==> config.mk <==
export PLATFORM = sky130hd
export DESIGN_NAME = term_clock_ctrl
export DESIGN_NICKNAME = d
export VERILOG_FILES = /design/src/pkg/term_clock_pkg.sv /design/src/verilog/term_decode.sv /design/src/verilog/term_clock_ctrl.sv
export SDC_FILE = /design/constraint.sdc
export NUM_CORES = 1
export LEC_CHECK = 0
export ABC_AREA = 1
export BUFFER_PORTS_ARGS = -buffer_cell sky130_fd_sc_hd__buf_2
export CAP_MARGIN = 5
export CORE_ASPECT_RATIO = 0.8
export CORE_UTILIZATION = 40
export DETAILED_ROUTE_END_ITERATION = 10
export HOLD_SLACK_MARGIN = 0.08
export MAX_ROUTING_LAYER = met4
export PLACE_DENSITY = 0.61
export SYNTH_ARGS = -nofsm -noshare
export SYNTH_HDL_FRONTEND = slang
export SYNTH_SLANG_ARGS = --single-unit
==> constraint.sdc <==
create_clock -name clk -period 1.85 [get_ports clk]
set_input_delay 0.555 -clock clk [delete_from_list [all_inputs] [get_ports clk]]
set_output_delay 0.555 -clock clk [all_outputs]
set_load 0.01 [all_outputs]
==> src/pkg/term_clock_pkg.sv <==
// Constants and types for the termination decode and clock-mode control.
// Contract
// [RL1] Termination enables decode only from control bits.
// [RL2] Decode transceiver, termsel, operating_mode_field, pulldown requests.
// [RL3] Undefined combos and operating_mode_field 01b: all off.
// [RL4] Positive pull-up for FS and chirp peripheral.
// [RL5] Negative pull-up only for low-speed peripheral.
// [RL6] Pull-downs follow their request bits.
// [RL7] HS termination: select 00b, termsel 0b.
// [RL8] Power-up row enables both pull-downs only.
// [RL9] OTG chirp: pos pull-up, neg pull-down.
// [RL10] OTG FS/suspend/resume: pull-up plus neg pull-down.
// [RL11] Test J/K: HS termination, optional neg pull-down.
// [RL12] Two clock modes: input or generated.
// [RL13] Sample clock pin at start-up for mode.
// [RL14] Link drives clock, ties clock pin high.
// [RL15] Release direction after lock; link waits.
// [RL16] Output mode: clock after lock, then release.
// [RL17] Link straps reference frequency select pins.
// [RL18] Host link sets automatic resume bit.
// [RL19] No reference-to-interface phase requirement.
// [RL20] Transmit path encodes, stuffs, serializes data.
// [RL21] HS receive squelch blocks noise as data.
// [RL22] Boost field raises HS transmit amplitude.
package term_clock_pkg;

  // ---------------------------------------------------------------------
  // Field encodings
  // ---------------------------------------------------------------------
  localparam logic [1:0] XCVR_HS = 2'h0;
  localparam logic [1:0] XCVR_FS = 2'h1;
  localparam logic [1:0] XCVR_LS = 2'h2;
  localparam logic [1:0] XCVR_FS4LS = 2'h3;
  localparam logic [1:0] OPERATING_MODE_FIELD_NORMAL = 2'h0;
  localparam logic [1:0] OPERATING_MODE_FIELD_NONDRIVE = 2'h1;
  localparam logic [1:0] OPERATING_MODE_FIELD_NOSTUFF = 2'h2;

  // ---------------------------------------------------------------------
  // Bit positions in the termination enable vector
  // ---------------------------------------------------------------------
  localparam int TERM_PU_POS = 4;
  localparam int TERM_PU_NEG = 3;
  localparam int TERM_PD_POS = 2;
  localparam int TERM_PD_NEG = 1;
  localparam int TERM_HS = 0;
  localparam logic [4:0] TERM_ALL_OFF = 5'h00;

  // ---------------------------------------------------------------------
  // Timing
  // ---------------------------------------------------------------------
  localparam int CLK_PERIOD_PS = 5000;
  localparam int STRAP_SETTLE_NS = 100;
  localparam int STRAP_SETTLE_CYCLES =
    (STRAP_SETTLE_NS * 1000 + CLK_PERIOD_PS - 1) / CLK_PERIOD_PS;
  localparam int BOOST_W = 3;
  localparam logic [2:0] BOOST_RESET = 3'h0;

  // Start-up sequencer states.
  typedef enum logic [3:0] {
    ST_STRAP = 4'h1,
    ST_LOCK  = 4'h2,
    ST_CLKON = 4'h4,
    ST_RUN   = 4'h8
  } startup_state_t;

endpackage : term_clock_pkg

==> src/verilog/term_decode.sv <==
// Combinational decode of the termination resistor enables.
`timescale 1ns/100ps
module term_decode
  import term_clock_pkg::*;
(
  input wire logic [1:0] transceiver_speed_select,
  input wire logic termination_select,
  input wire logic [1:0] operating_mode_field,
  input wire logic pos_line_pulldown_request,
  input wire logic neg_line_pulldown_request,
  output logic [4:0] term_enables
);

  // ---------------------------------------------------------------------
  // Row matching
  // ---------------------------------------------------------------------

  // Row flags, one per signalling row group.
  logic host_pd;
  logic periph_pd;
  logic otg_pd;
  logic op_nrm;
  logic op_chp;
  logic op_any;
  logic [1:0] xs;
  logic ts;

  // Pull-down request pairs that are legal.
  assign host_pd = pos_line_pulldown_request & neg_line_pulldown_request;
  assign periph_pd = ~pos_line_pulldown_request &
    ~neg_line_pulldown_request;
  assign otg_pd = ~pos_line_pulldown_request & neg_line_pulldown_request;
  assign op_nrm = (operating_mode_field == OPERATING_MODE_FIELD_NORMAL);
  assign op_chp = (operating_mode_field == OPERATING_MODE_FIELD_NOSTUFF);
  assign op_any = op_nrm | op_chp;
  assign xs = transceiver_speed_select;
  assign ts = termination_select;

  // Walk the signalling rows; any unmatched setting stays all off.
  always_comb begin
    term_enables = TERM_ALL_OFF; // RL3
    if (operating_mode_field == OPERATING_MODE_FIELD_NONDRIVE) begin
      term_enables = TERM_ALL_OFF; // RL3
    end else if (host_pd) begin
      // Host rows and the power-up row: both pull-downs.
      if (xs == XCVR_HS && !ts && op_any) begin
        term_enables = 5'h07; // RL7
      end else if (xs == XCVR_FS && !ts && op_nrm) begin
        term_enables = 5'h06; // RL8
      end else if ((xs == XCVR_FS || xs == XCVR_FS4LS) && ts && op_nrm) begin
        term_enables = 5'h06; // RL6
      end else if ((xs == XCVR_FS || xs == XCVR_LS) && ts && op_any) begin
        term_enables = 5'h06; // RL6
      end
    end else if (periph_pd || otg_pd) begin
      // Peripheral rows; OTG variants add the negative pull-down.
      if (xs == XCVR_HS && ts && op_chp) begin
        term_enables[TERM_PU_POS] = 1'b1; // RL4 RL9
      end else if (xs == XCVR_HS && !ts && op_any) begin
        term_enables[TERM_HS] = 1'b1; // RL7 RL11
      end else if (xs == XCVR_FS && ts && op_any) begin
        term_enables[TERM_PU_POS] = 1'b1; // RL4 RL10
      end else if (xs == XCVR_LS && ts && op_any && periph_pd) begin
        term_enables[TERM_PU_NEG] = 1'b1; // RL5
      end
      if (term_enables != TERM_ALL_OFF) begin
        term_enables[TERM_PD_NEG] = neg_line_pulldown_request; // RL6
      end
    end
  end

endmodule : term_decode

==> src/verilog/term_clock_ctrl.sv <==
// Termination control and clock-mode start-up logic of the transceiver.
`timescale 1ns/100ps
module term_clock_ctrl
  import term_clock_pkg::*;
#(
  parameter int LOCK_CYCLES = 8000,
  parameter int CLK_DIV = 4
)
(
  input wire logic clk,
  input wire logic rst_n,
  input wire logic [1:0] transceiver_speed_select,
  input wire logic termination_select,
  input wire logic [1:0] operating_mode_field,
  input wire logic pos_line_pulldown_request,
  input wire logic neg_line_pulldown_request,
  input wire logic [BOOST_W-1:0] boost_field,
  input wire logic interface_clock_output_in,
  input wire logic pll_lock,
  input wire logic tx_bit,
  input wire logic tx_valid,
  input wire logic hs_rx_bit,
  input wire logic squelch,
  output logic pos_line_pullup_enable,
  output logic neg_line_pullup_enable,
  output logic pos_line_pulldown_enable,
  output logic neg_line_pulldown_enable,
  output logic highspeed_termination_enable,
  output logic output_clock_mode,
  output logic interface_clock_output,
  output logic interface_clock_output_oe_n,
  output logic dir,
  output logic [BOOST_W-1:0] tx_amplitude,
  output logic tx_line,
  output logic rx_data,
  output logic rx_data_valid
);

  // ---------------------------------------------------------------------
  // Termination decode
  // ---------------------------------------------------------------------

  logic [4:0] term_next;

  // Decode from the current control bits only.
  term_decode u_term_decode (
    .transceiver_speed_select(transceiver_speed_select), // RL2
    .termination_select(termination_select),
    .operating_mode_field(operating_mode_field),
    .pos_line_pulldown_request(pos_line_pulldown_request),
    .neg_line_pulldown_request(neg_line_pulldown_request),
    .term_enables(term_next)
  );

  // Register the enables so the pins come from flip-flops.
  always_ff @(posedge clk) begin
    if (!rst_n) begin
      pos_line_pullup_enable <= 1'b0;
      neg_line_pullup_enable <= 1'b0;
      pos_line_pulldown_enable <= 1'b0;
      neg_line_pulldown_enable <= 1'b0;
      highspeed_termination_enable <= 1'b0;
    end else begin
      pos_line_pullup_enable <= term_next[TERM_PU_POS]; // RL1
      neg_line_pullup_enable <= term_next[TERM_PU_NEG];
      pos_line_pulldown_enable <= term_next[TERM_PD_POS];
      neg_line_pulldown_enable <= term_next[TERM_PD_NEG];
      highspeed_termination_enable <= term_next[TERM_HS];
    end
  end

  // ---------------------------------------------------------------------
  // Pin synchronisers
  // ---------------------------------------------------------------------

  logic strap_meta_reg;
  logic strap_sync_reg;
  logic lock_meta_reg;
  logic lock_sync_reg;

  // The strap level and lock flag come from outside and pass two stages.
  always_ff @(posedge clk) begin
    if (!rst_n) begin
      strap_meta_reg <= 1'b0;
      strap_sync_reg <= 1'b0;
      lock_meta_reg <= 1'b0;
      lock_sync_reg <= 1'b0;
    end else begin
      strap_meta_reg <= interface_clock_output_in;
      strap_sync_reg <= strap_meta_reg;
      lock_meta_reg <= pll_lock;
      lock_sync_reg <= lock_meta_reg;
    end
  end

  // ---------------------------------------------------------------------
  // Start-up sequencer
  // ---------------------------------------------------------------------

  startup_state_t state_reg;
  logic [15:0] wait_reg;
  logic input_mode_reg;

  // Sample the strap, wait for lock, start the clock in output mode, then release dir.
  // Strap high means the link supplies the clock; it stays high there.
  always_ff @(posedge clk) begin
    if (!rst_n) begin
      state_reg <= ST_STRAP;
      wait_reg <= 16'h0000;
      input_mode_reg <= 1'b0;
    end else begin
      case (state_reg)
        ST_STRAP: begin
          if (wait_reg == 16'(STRAP_SETTLE_CYCLES)) begin
            input_mode_reg <= strap_sync_reg; // RL13 RL14
            wait_reg <= 16'h0000;
            state_reg <= ST_LOCK;
          end else begin
            wait_reg <= wait_reg + 16'h0001;
          end
        end
        ST_LOCK: begin
          // Lock is taken from the loop or a minimum wait, whichever later.
          if (lock_sync_reg && wait_reg >= 16'(LOCK_CYCLES)) begin
            state_reg <= input_mode_reg ? ST_RUN : ST_CLKON; // RL12
          end else if (wait_reg < 16'(LOCK_CYCLES)) begin
            wait_reg <= wait_reg + 16'h0001;
          end
        end
        ST_CLKON: begin
          state_reg <= ST_RUN; // RL16
        end
        ST_RUN: begin
          if (!lock_sync_reg) begin
            wait_reg <= 16'h0000;
            state_reg <= ST_LOCK;
          end
        end
        default: begin
          state_reg <= ST_STRAP;
        end
      endcase
    end
  end

  // Direction is held until the loop is locked.
  always_ff @(posedge clk) begin
    if (!rst_n) begin
      dir <= 1'b1;
    end else begin
      dir <= (state_reg != ST_RUN); // RL15
    end
  end

  // ---------------------------------------------------------------------
  // Generated interface clock
  // ---------------------------------------------------------------------

  logic [7:0] div_reg;
  logic clk_run;

  // The divider runs free of any reference phase.
  assign clk_run = !input_mode_reg &&
    (state_reg == ST_CLKON || state_reg == ST_RUN);

  always_ff @(posedge clk) begin
    if (!rst_n) begin
      div_reg <= 8'h00;
      interface_clock_output <= 1'b0;
      interface_clock_output_oe_n <= 1'b1;
      output_clock_mode <= 1'b0;
    end else begin
      output_clock_mode <= !input_mode_reg && state_reg != ST_STRAP;
      interface_clock_output_oe_n <= !clk_run; // RL12
      if (!clk_run || div_reg == 8'(CLK_DIV / 2 - 1)) begin
        div_reg <= 8'h00;
        interface_clock_output <= clk_run & ~interface_clock_output; // RL19
      end else begin
        div_reg <= div_reg + 8'h01;
      end
    end
  end

  // ---------------------------------------------------------------------
  // Transmit and receive data path
  // ---------------------------------------------------------------------

  logic [2:0] ones_reg;
  logic nrzi_reg;
  logic stuff;

  // Six ones in a row force a stuffed zero.
  assign stuff = (ones_reg == 3'h6);

  // NRZI encode with bit stuffing; a zero toggles the line.
  always_ff @(posedge clk) begin
    if (!rst_n) begin
      ones_reg <= 3'h0;
      nrzi_reg <= 1'b1;
      tx_line <= 1'b1;
    end else begin
      if (!tx_valid) begin
        ones_reg <= 3'h0;
        nrzi_reg <= 1'b1;
      end else if (stuff || !tx_bit) begin
        ones_reg <= 3'h0; // RL20
        nrzi_reg <= ~nrzi_reg;
      end else begin
        ones_reg <= ones_reg + 3'h1;
      end
      tx_line <= nrzi_reg;
    end
  end

  logic rx_meta_reg;
  logic rx_sync_reg;
  logic squelch_meta_reg;
  logic squelch_sync_reg;

  // Receiver bit and squelch come from the analog side; two stages each.
  always_ff @(posedge clk) begin
    if (!rst_n) begin
      rx_meta_reg <= 1'b0;
      rx_sync_reg <= 1'b0;
      squelch_meta_reg <= 1'b1;
      squelch_sync_reg <= 1'b1;
    end else begin
      rx_meta_reg <= hs_rx_bit;
      rx_sync_reg <= rx_meta_reg;
      squelch_meta_reg <= squelch;
      squelch_sync_reg <= squelch_meta_reg;
    end
  end

  // Received bits pass only while squelch is clear.
  always_ff @(posedge clk) begin
    if (!rst_n) begin
      rx_data <= 1'b0;
      rx_data_valid <= 1'b0;
    end else begin
      rx_data <= rx_sync_reg & ~squelch_sync_reg; // RL21
      rx_data_valid <= ~squelch_sync_reg;
    end
  end

  // Transmit amplitude follows the boost field.
  always_ff @(posedge clk) begin
    if (!rst_n) begin
      tx_amplitude <= BOOST_RESET;
    end else begin
      tx_amplitude <= boost_field; // RL22
    end
  end

endmodule : term_clock_ctrl

==> results.py, run 1 <==
metrics = {
    "yosys": {
        "synth_fp_nets": 439,
        "yosysSeqAreaShare_pct": 39.54,
        "yosys.area.top_type": "dfxtp_1",
        "ys_top_cells_by_area": "dfxtp_1 40%, nand2_1 15%, nor2_1 7.8%, inv_1 6.9%, nand3_1 5.5%",
        "synth_top_cell_area_share_pct": 39.54,
        "syn_area_mm2": 0.002835,
        "ys_warn_count": 0,
        "synth_edf_count": 0,
        "syn_area_per_cell_um2": 6.898,
        "synthCells": 411,
        "ys_types": 36,
        "synth_common_cells": "116 x nand2_1, 59 x nor2_1, 56 x dfxtp_1",
        "synth_most_common_cell": "nand2_1",
        "ys_ff_latch": 56,
        "async_reset_ff_share_pct": 0,
        "synth_top_flop_cell": "dfxtp_1",
    },
    "critical_path": {
        "cp-start-kind": "flip-flop",
        "critPathMaxFanout": 5,
        "crit_chain": "ha_1, nand2_1, nor2_2, nand2_1, nor3_2, nand2_1, nand2_1, nand2_1, nand2_1, nor2_1",
        "endpoint_kind": "flip-flop",
        "path_buf_inv": 0,
        "cp_slowest_stage_delay_ns": 0.41,
        "slowest_stage": "dfxtp_1",
        "critPathTopFamily": "simple AND/OR/NAND/NOR gates",
        "cpMostUsedCell": "nand2_1",
        "crit_arrival_ns": 1.85,
        "crit_type": "flip-flop to flip-flop",
        "worstPathRequired_ns": 2.07,
    },
    "run_status": {
        "status": "complete, no violations",
    },
    "cts": {
        "clockRootBuffer": "clkbuf_8",
        "cts_tree": "built",
        "clk_pin_slew_ns": 0.10,
        "numCtsBuffers": 5,
        "cts_sinks": 56,
        "postCtsResizedCells": 1,
        "hold_buffers": 0,
        "clk_latency_ns": 0.31,
        "post_cts_buffers": 0,
        "clock_path_buffers": 2,
        "cts.htree.levels": 2,
    },
    "global_route": {
        "first_global_vias": 2381,
        "grt_max_degree": 21,
        "grt_usage_pct": 17.70,
        "grt_pass1_wl_um": 10190,
        "overflow": 0,
        "antenna_found_initial": 0,
    },
    "sta": {
        "layout_setup_ws_ns": 0.2203,
        "tightest_slew_ns": 0.5855,
        "drv_slew": 0,
        "period_needed_ns": 1.630,
        "fin_setup_tns_ns": 0,
        "slew-limit-headroom_pct": 60.88,
        "rsz0062_at_grt": "false",
        "fmax_ghz": 0.6136,
        "finalHoldViolations": 0,
        "skew_ns": 0.005833,
        "timing.final.crit_share_pct": 88.09,
        "final-setup-viol-count": 0,
    },
    "power_and_ir_drop": {
        "p_leak_nw": 1.595,
        "power_mw": 3.527,
        "ir_drop_mv": 0.7625,
        "comb_power_share_pct": 36.2,
        "pwr-share-seq_pct": 40.7,
        "internal_power_mw": 2.160,
        "power.density_mw_per_mm2": 1076,
        "net-switching-power_mw": 1.367,
        "switching_share_pct": 38.76,
        "clockPowerShare_pct": 23.2,
    },
    "layout": {
        "fin_util_pct": 47.78,
        "area_growth_syn_to_layout_pct": 15.58,
        "drive_gt1_share_pct": 19.00,
        "postLayoutCellArea_mm2": 0.003277,
        "largest_reg_flops": 16,
        "num_antenna_cells": 0,
        "final_nets": 485,
    },
    "place": {
        "dp_slack_ns": 0.002466,
        "dp_hpwl_um": 4387,
        "io_buffers": 32,
        "place_area_mm2": 0.003154,
        "place_congestion": 0.9260,
    },
    "route": {
        "drt_iter0_drc": 222,
        "routed_via_density": 4.666,
        "drc": 0,
        "via_count": 2543,
        "wl_per_cell_um": 10.48,
        "drt-total-wl_um": 5712,
        "dr.pass1.iters": 5,
        "ant_nets": 0,
    },
    "flow_run": {
        "maxCapViolations": 0,
    },
    "min_path": {
        "hp-class": "primary input to flip-flop",
    },
    "die": {
        "initial_utilization_pct": 41.34,
        "ioPinCount": 33,
        "num_rows": 27,
        "die_h_um": 77.30,
        "core_mm2": 0.006858,
        "chipWidth_um": 96.13,
        "dieArea_mm2": 0.007430,
    },
}
[metal layers]
layer / track usage [%] / wire length [um] / vias to the layer above
met3: 3.770 / 257 / 7
met1: 24.54 / 3078 / 1127
met2: 26.10 / 2319 / 50
met5: - / 0 / -
met4: 4.179 / 57 / 0
li1: - / - / 1359
[path summary, 6_finish.rpt]
check,cells after the start,end,slack (ns),startpoint
worst min-delay path,3,tx_amplitude[1],0.41,boost_field[1]
worst max register to register,10,wait_reg[12],0.22,wait_reg[1]
worst max-delay path,10,wait_reg[12],0.22,wait_reg[1]
worst min register to register,1,rx_data_valid,0.42,squelch_sync_reg
[per-stage QoR]
stage	cells	hold WS, ns
floorplan	411	0.3905
global placement	537	0.3953
detailed placement	537	0.3955
CTS	545	0.4033
global route	545	0.4044
finish	545	0.4132
[area by class of cell]
| cell class | instances | area [um2] |
|---|---|---|
| tap | 87 | 108.9 |
| multi-input combinational | 289 | 1438 |
| timing repair buffer | 48 | 280.3 |
| fill | 740 | 3581 |
| sequential | 56 | 1121 |
| clock inverter | 3 | 46.29 |
| clock buffer | 5 | 68.82 |
| inverter | 57 | 214.0 |
[worst min-delay path: stages]
cell	delay, ns
buf_2	0.07
nand2_1	0.04
inv_1	0.04
[power groups by stage]
stage	sequential (mW)	clock, mW	combinational [mW]
6_report	1.43	0.817	1.28
5_1_grt	1.45	0.895	1.49
4_1_cts	1.43	0.850	1.29
3_5_place_dp	1.46	0	1.25
3_3_place_gp	1.46	0	1.24
2_1_floorplan	1.44	0	1.06
[cells by family after synthesis]
logic type / share of synthesized area (%)
buf+inv: 10.02
fa+ha+maj: 4.413
xor+xnor: 2.471
compound gates: 5.296
flops: 39.54
simple gates: 38.26
[cells in the final DEF (no fill, tap or decap), types with 5 or more instances in the layout]
cell type and count:
inv_1 52, nor2_2 8, buf_2 32, nand4_1 8, clkbuf_8 5, dfxtp_1 56
a21oi_1 11, nand2_2 8, nand3_1 31, buf_4 16, nand2_1 116, ha_1 10
nor2_1 59, nor3_1 6
(Power assumes the default switching activity.)
==> inputs of run 2 (changes only) <==
- ABC_AREA: 1 -> not set
- PLACE_DENSITY: 0.61 -> 0.62
- REMOVE_ABC_BUFFERS: not set -> 1
==> run 2 against run 1 <==
  * Highest routed layer unchanged
  * Combinational power fell by 87%
  * Register-to-register slack got worse by 0.14 ns
  * Worst hold slack got worse by 0.017 ns
  * First-iteration DRC count fell by 43%
  * Die area fell by 5.9%
  * Final cell count fell by 24%
  * Clock-buffer cell count did not move
  * Synthesized cell count fell by 31%
  * Power fell by 40%
  * Synthesized area fell by 6.0%
  * Clock power fell by 12%
==> results.py, run 2 <==
metrics = {
    "power_and_ir_drop": {
        "pwr-share-seq_pct": 58.2,
        "internal_power_mw": 1.586,
        "clockPowerShare_pct": 33.9,
        "p_leak_nw": 1.291,
        "switching_share_pct": 25.28,
        "ir_drop_mv": 0.2765,
        "comb_power_share_pct": 8.0,
        "power.density_mw_per_mm2": 645.4,
        "net-switching-power_mw": 0.5367,
    },
    "global_route": {
        "grt_pass1_wl_um": 9356,
        "grt_usage_pct": 17.64,
        "overflow": 0,
        "antenna_found_initial": 0,
        "grt_max_degree": 42,
        "first_global_vias": 2043,
    },
    "cts": {
        "clockRootBuffer": "clkbuf_8",
        "numCtsBuffers": 5,
        "cts.htree.levels": 2,
        "clk_pin_slew_ns": 0.11,
        "hold_buffers": 0,
        "clk_latency_ns": 0.32,
        "cts_tree": "built",
        "clock_path_buffers": 2,
        "cts_sinks": 56,
    },
    "layout": {
        "fin_util_pct": 51.33,
        "largest_reg_flops": 16,
        "drive_gt1_share_pct": 33.13,
        "area_growth_syn_to_layout_pct": 23.43,
        "mostFrequentLayoutCells": "41 x dfxtp_1, 32 x buf_2, 24 x buf_4",
        "layout_commonest_cell": "dfxtp_1",
        "final_nets": 359,
        "num_antenna_cells": 0,
    },
    "critical_path": {
        "crit_arrival_ns": 1.97,
        "path_buf_inv": 0,
        "worstPathRequired_ns": 2.06,
        "crit_chain": "nand4_1, or4_4, o31a_1, a32oi_1, o41ai_2",
        "critPathMaxFanout": 7,
        "critPathTopFamily": "simple AND/OR/NAND/NOR gates",
        "crit_type": "flip-flop to flip-flop",
        "cp_slowest_stage_delay_ns": 0.54,
        "endpoint_kind": "flip-flop",
        "slowest_stage": "or4_4",
        "cp-start-kind": "flip-flop",
    },
    "yosys": {
        "syn_area_per_cell_um2": 9.417,
        "synth_common_cells": "56 x dfxtp_1, 23 x nor2_1, 20 x and2_1",
        "synth_top_flop_cell": "dfxtp_1",
        "synth_most_common_cell": "dfxtp_1",
        "async_reset_ff_share_pct": 0,
        "synthCells": 283,
        "ys_warn_count": 0,
        "yosysSeqAreaShare_pct": 42.07,
        "ys_top_cells_by_area": "dfxtp_1 42%, and2_1 4.7%, ha_1 4.7%, a32oi_1 4.3%, nor2_1 3.2%",
        "synth_top_cell_area_share_pct": 42.07,
        "yosys.area.top_type": "dfxtp_1",
        "synth_edf_count": 0,
        "syn_area_mm2": 0.002665,
        "ys_ff_latch": 56,
        "ys_types": 54,
    },
    "sta": {
        "final-setup-viol-count": 0,
        "finalHoldViolations": 0,
        "drv_slew": 0,
        "fmax_ghz": 0.5664,
        "timing.final.crit_share_pct": 95.43,
        "slew-limit-headroom_pct": 72.94,
        "fin_setup_tns_ns": 0,
        "skew_ns": 0.005443,
        "rsz0062_at_grt": "true",
        "tightest_slew_ns": 0.4003,
        "period_needed_ns": 1.765,
    },
    "route": {
        "routed_via_density": 5.238,
        "wl_per_cell_um": 13.52,
        "routed-wl-met2_um": 2591,
        "drc": 0,
        "drt_iter0_drc": 126,
        "drt-total-wl_um": 5624,
        "via_count": 2179,
        "wl_met3_um": 140,
        "ant_nets": 0,
        "dr.pass1.iters": 4,
        "highest_layer": "met4",
        "wl_met1_um": 2819,
    },
    "die": {
        "dieArea_mm2": 0.006995,
        "ioPinCount": 33,
        "num_rows": 26,
        "chipWidth_um": 93.26,
        "die_h_um": 75.01,
        "core_mm2": 0.006409,
        "initial_utilization_pct": 41.59,
    },
    "place": {
        "io_buffers": 32,
        "dp_hpwl_um": 3846,
        "place_congestion": 0.8000,
    },
    "run_status": {
        "status": "complete, no violations",
    },
    "flow_run": {
        "maxCapViolations": 0,
    },
    "min_path": {
        "hp-class": "flip-flop to flip-flop",
    },
}
-- run 2: cell count changes in the layout (fill, tap and decap cells not counted), moves of 9 or more --
cell	previous run	this run
nand2b_1	0	11
and2_1	0	20
nor2b_1	0	9
a32oi_1	0	11
a21oi_1	11	2
nor2_1	59	23
dfxtp_1	56	41
inv_1	52	9
dfxtp_2	0	12
nand2_1	116	15
nand3_1	31	14
-- run 2: cell type report --
type	count	area [um2]
Clock inverter	3	27.53
Fill cell	581	3119
Timing Repair Buffer	59	391.6
Clock buffer	5	68.82
Inverter	9	33.78
Tap cell	84	105.1
Multi-Input combinational cell	200	1515
Sequential cell	56	1147
-- run 2: stage by stage --
stage / instance area (um2) / worst slack [ns] / hold slack (ns) / total power, mW / std cells
5_1_grt: 3289 / -0.02683 / 0.4080 / 2.217 / 416
6_report: 3289 / 0.08460 / 0.3958 / 2.123 / 416
3_3_place_gp: 3032 / 0.05041 / 0.3831 / 1.417 / 405
3_5_place_dp: 3032 / 0.02263 / 0.3837 / 1.421 / 405
4_1_cts: 3128 / 0.01074 / 0.3992 / 2.133 / 413
2_1_floorplan: 2561 / -0.1185 / 0.3747 / 1.334 / 265
-- run 2: layer usage --
| metal | global-route usage, % | up-vias |
|---|---|---|
| met3 | 3.434 | 8 |
| li1 | - | 1109 |
| met1 | 22.80 | 1035 |
| met2 | 28.10 | 27 |
| met4 | 5.641 | 0 |
| met5 | - | - |
-- run 2: repair_timing --
item,in CTS,in global routing
setup endpoints to repair,4,18
gates resized for setup,0,37
pin swaps,1,8
setup buffers,0,3
-- run 2: power by group through the flow --
stage          sequential, mW  combinational [mW]  clock (mW)
2_1_floorplan            1.27              0.0637           0
3_3_place_gp             1.27               0.151           0
3_5_place_dp             1.27               0.155           0
4_1_cts                  1.24               0.155       0.740
5_1_grt                  1.24               0.189       0.790
6_report                 1.23               0.169       0.719
-- run 2: cell families (layout without fill, tap and decap cells) --
logic type,count (synthesis),in the layout,synth area share [%]
and+or+nand+nor,132,132,29.53
xor gates and xnor gates,9,9,2.958
muxes,3,3,1.127
DFF,56,56,42.07
AOI/OAI and AO/OA,46,46,14.46
buffers and inverters,27,76,5.164
adders and majority gates,10,10,4.695
-- run 2: path summary, 6_finish.rpt --
check                   start       endpoint  slack, ns  cells after the start
max               wait_reg[3]   wait_reg[15]       0.08                      5
min          squelch_sync_reg  rx_data_valid       0.40                      1
max reg2reg       wait_reg[3]   wait_reg[15]       0.08                      5
min reg2reg  squelch_sync_reg  rx_data_valid       0.40                      1
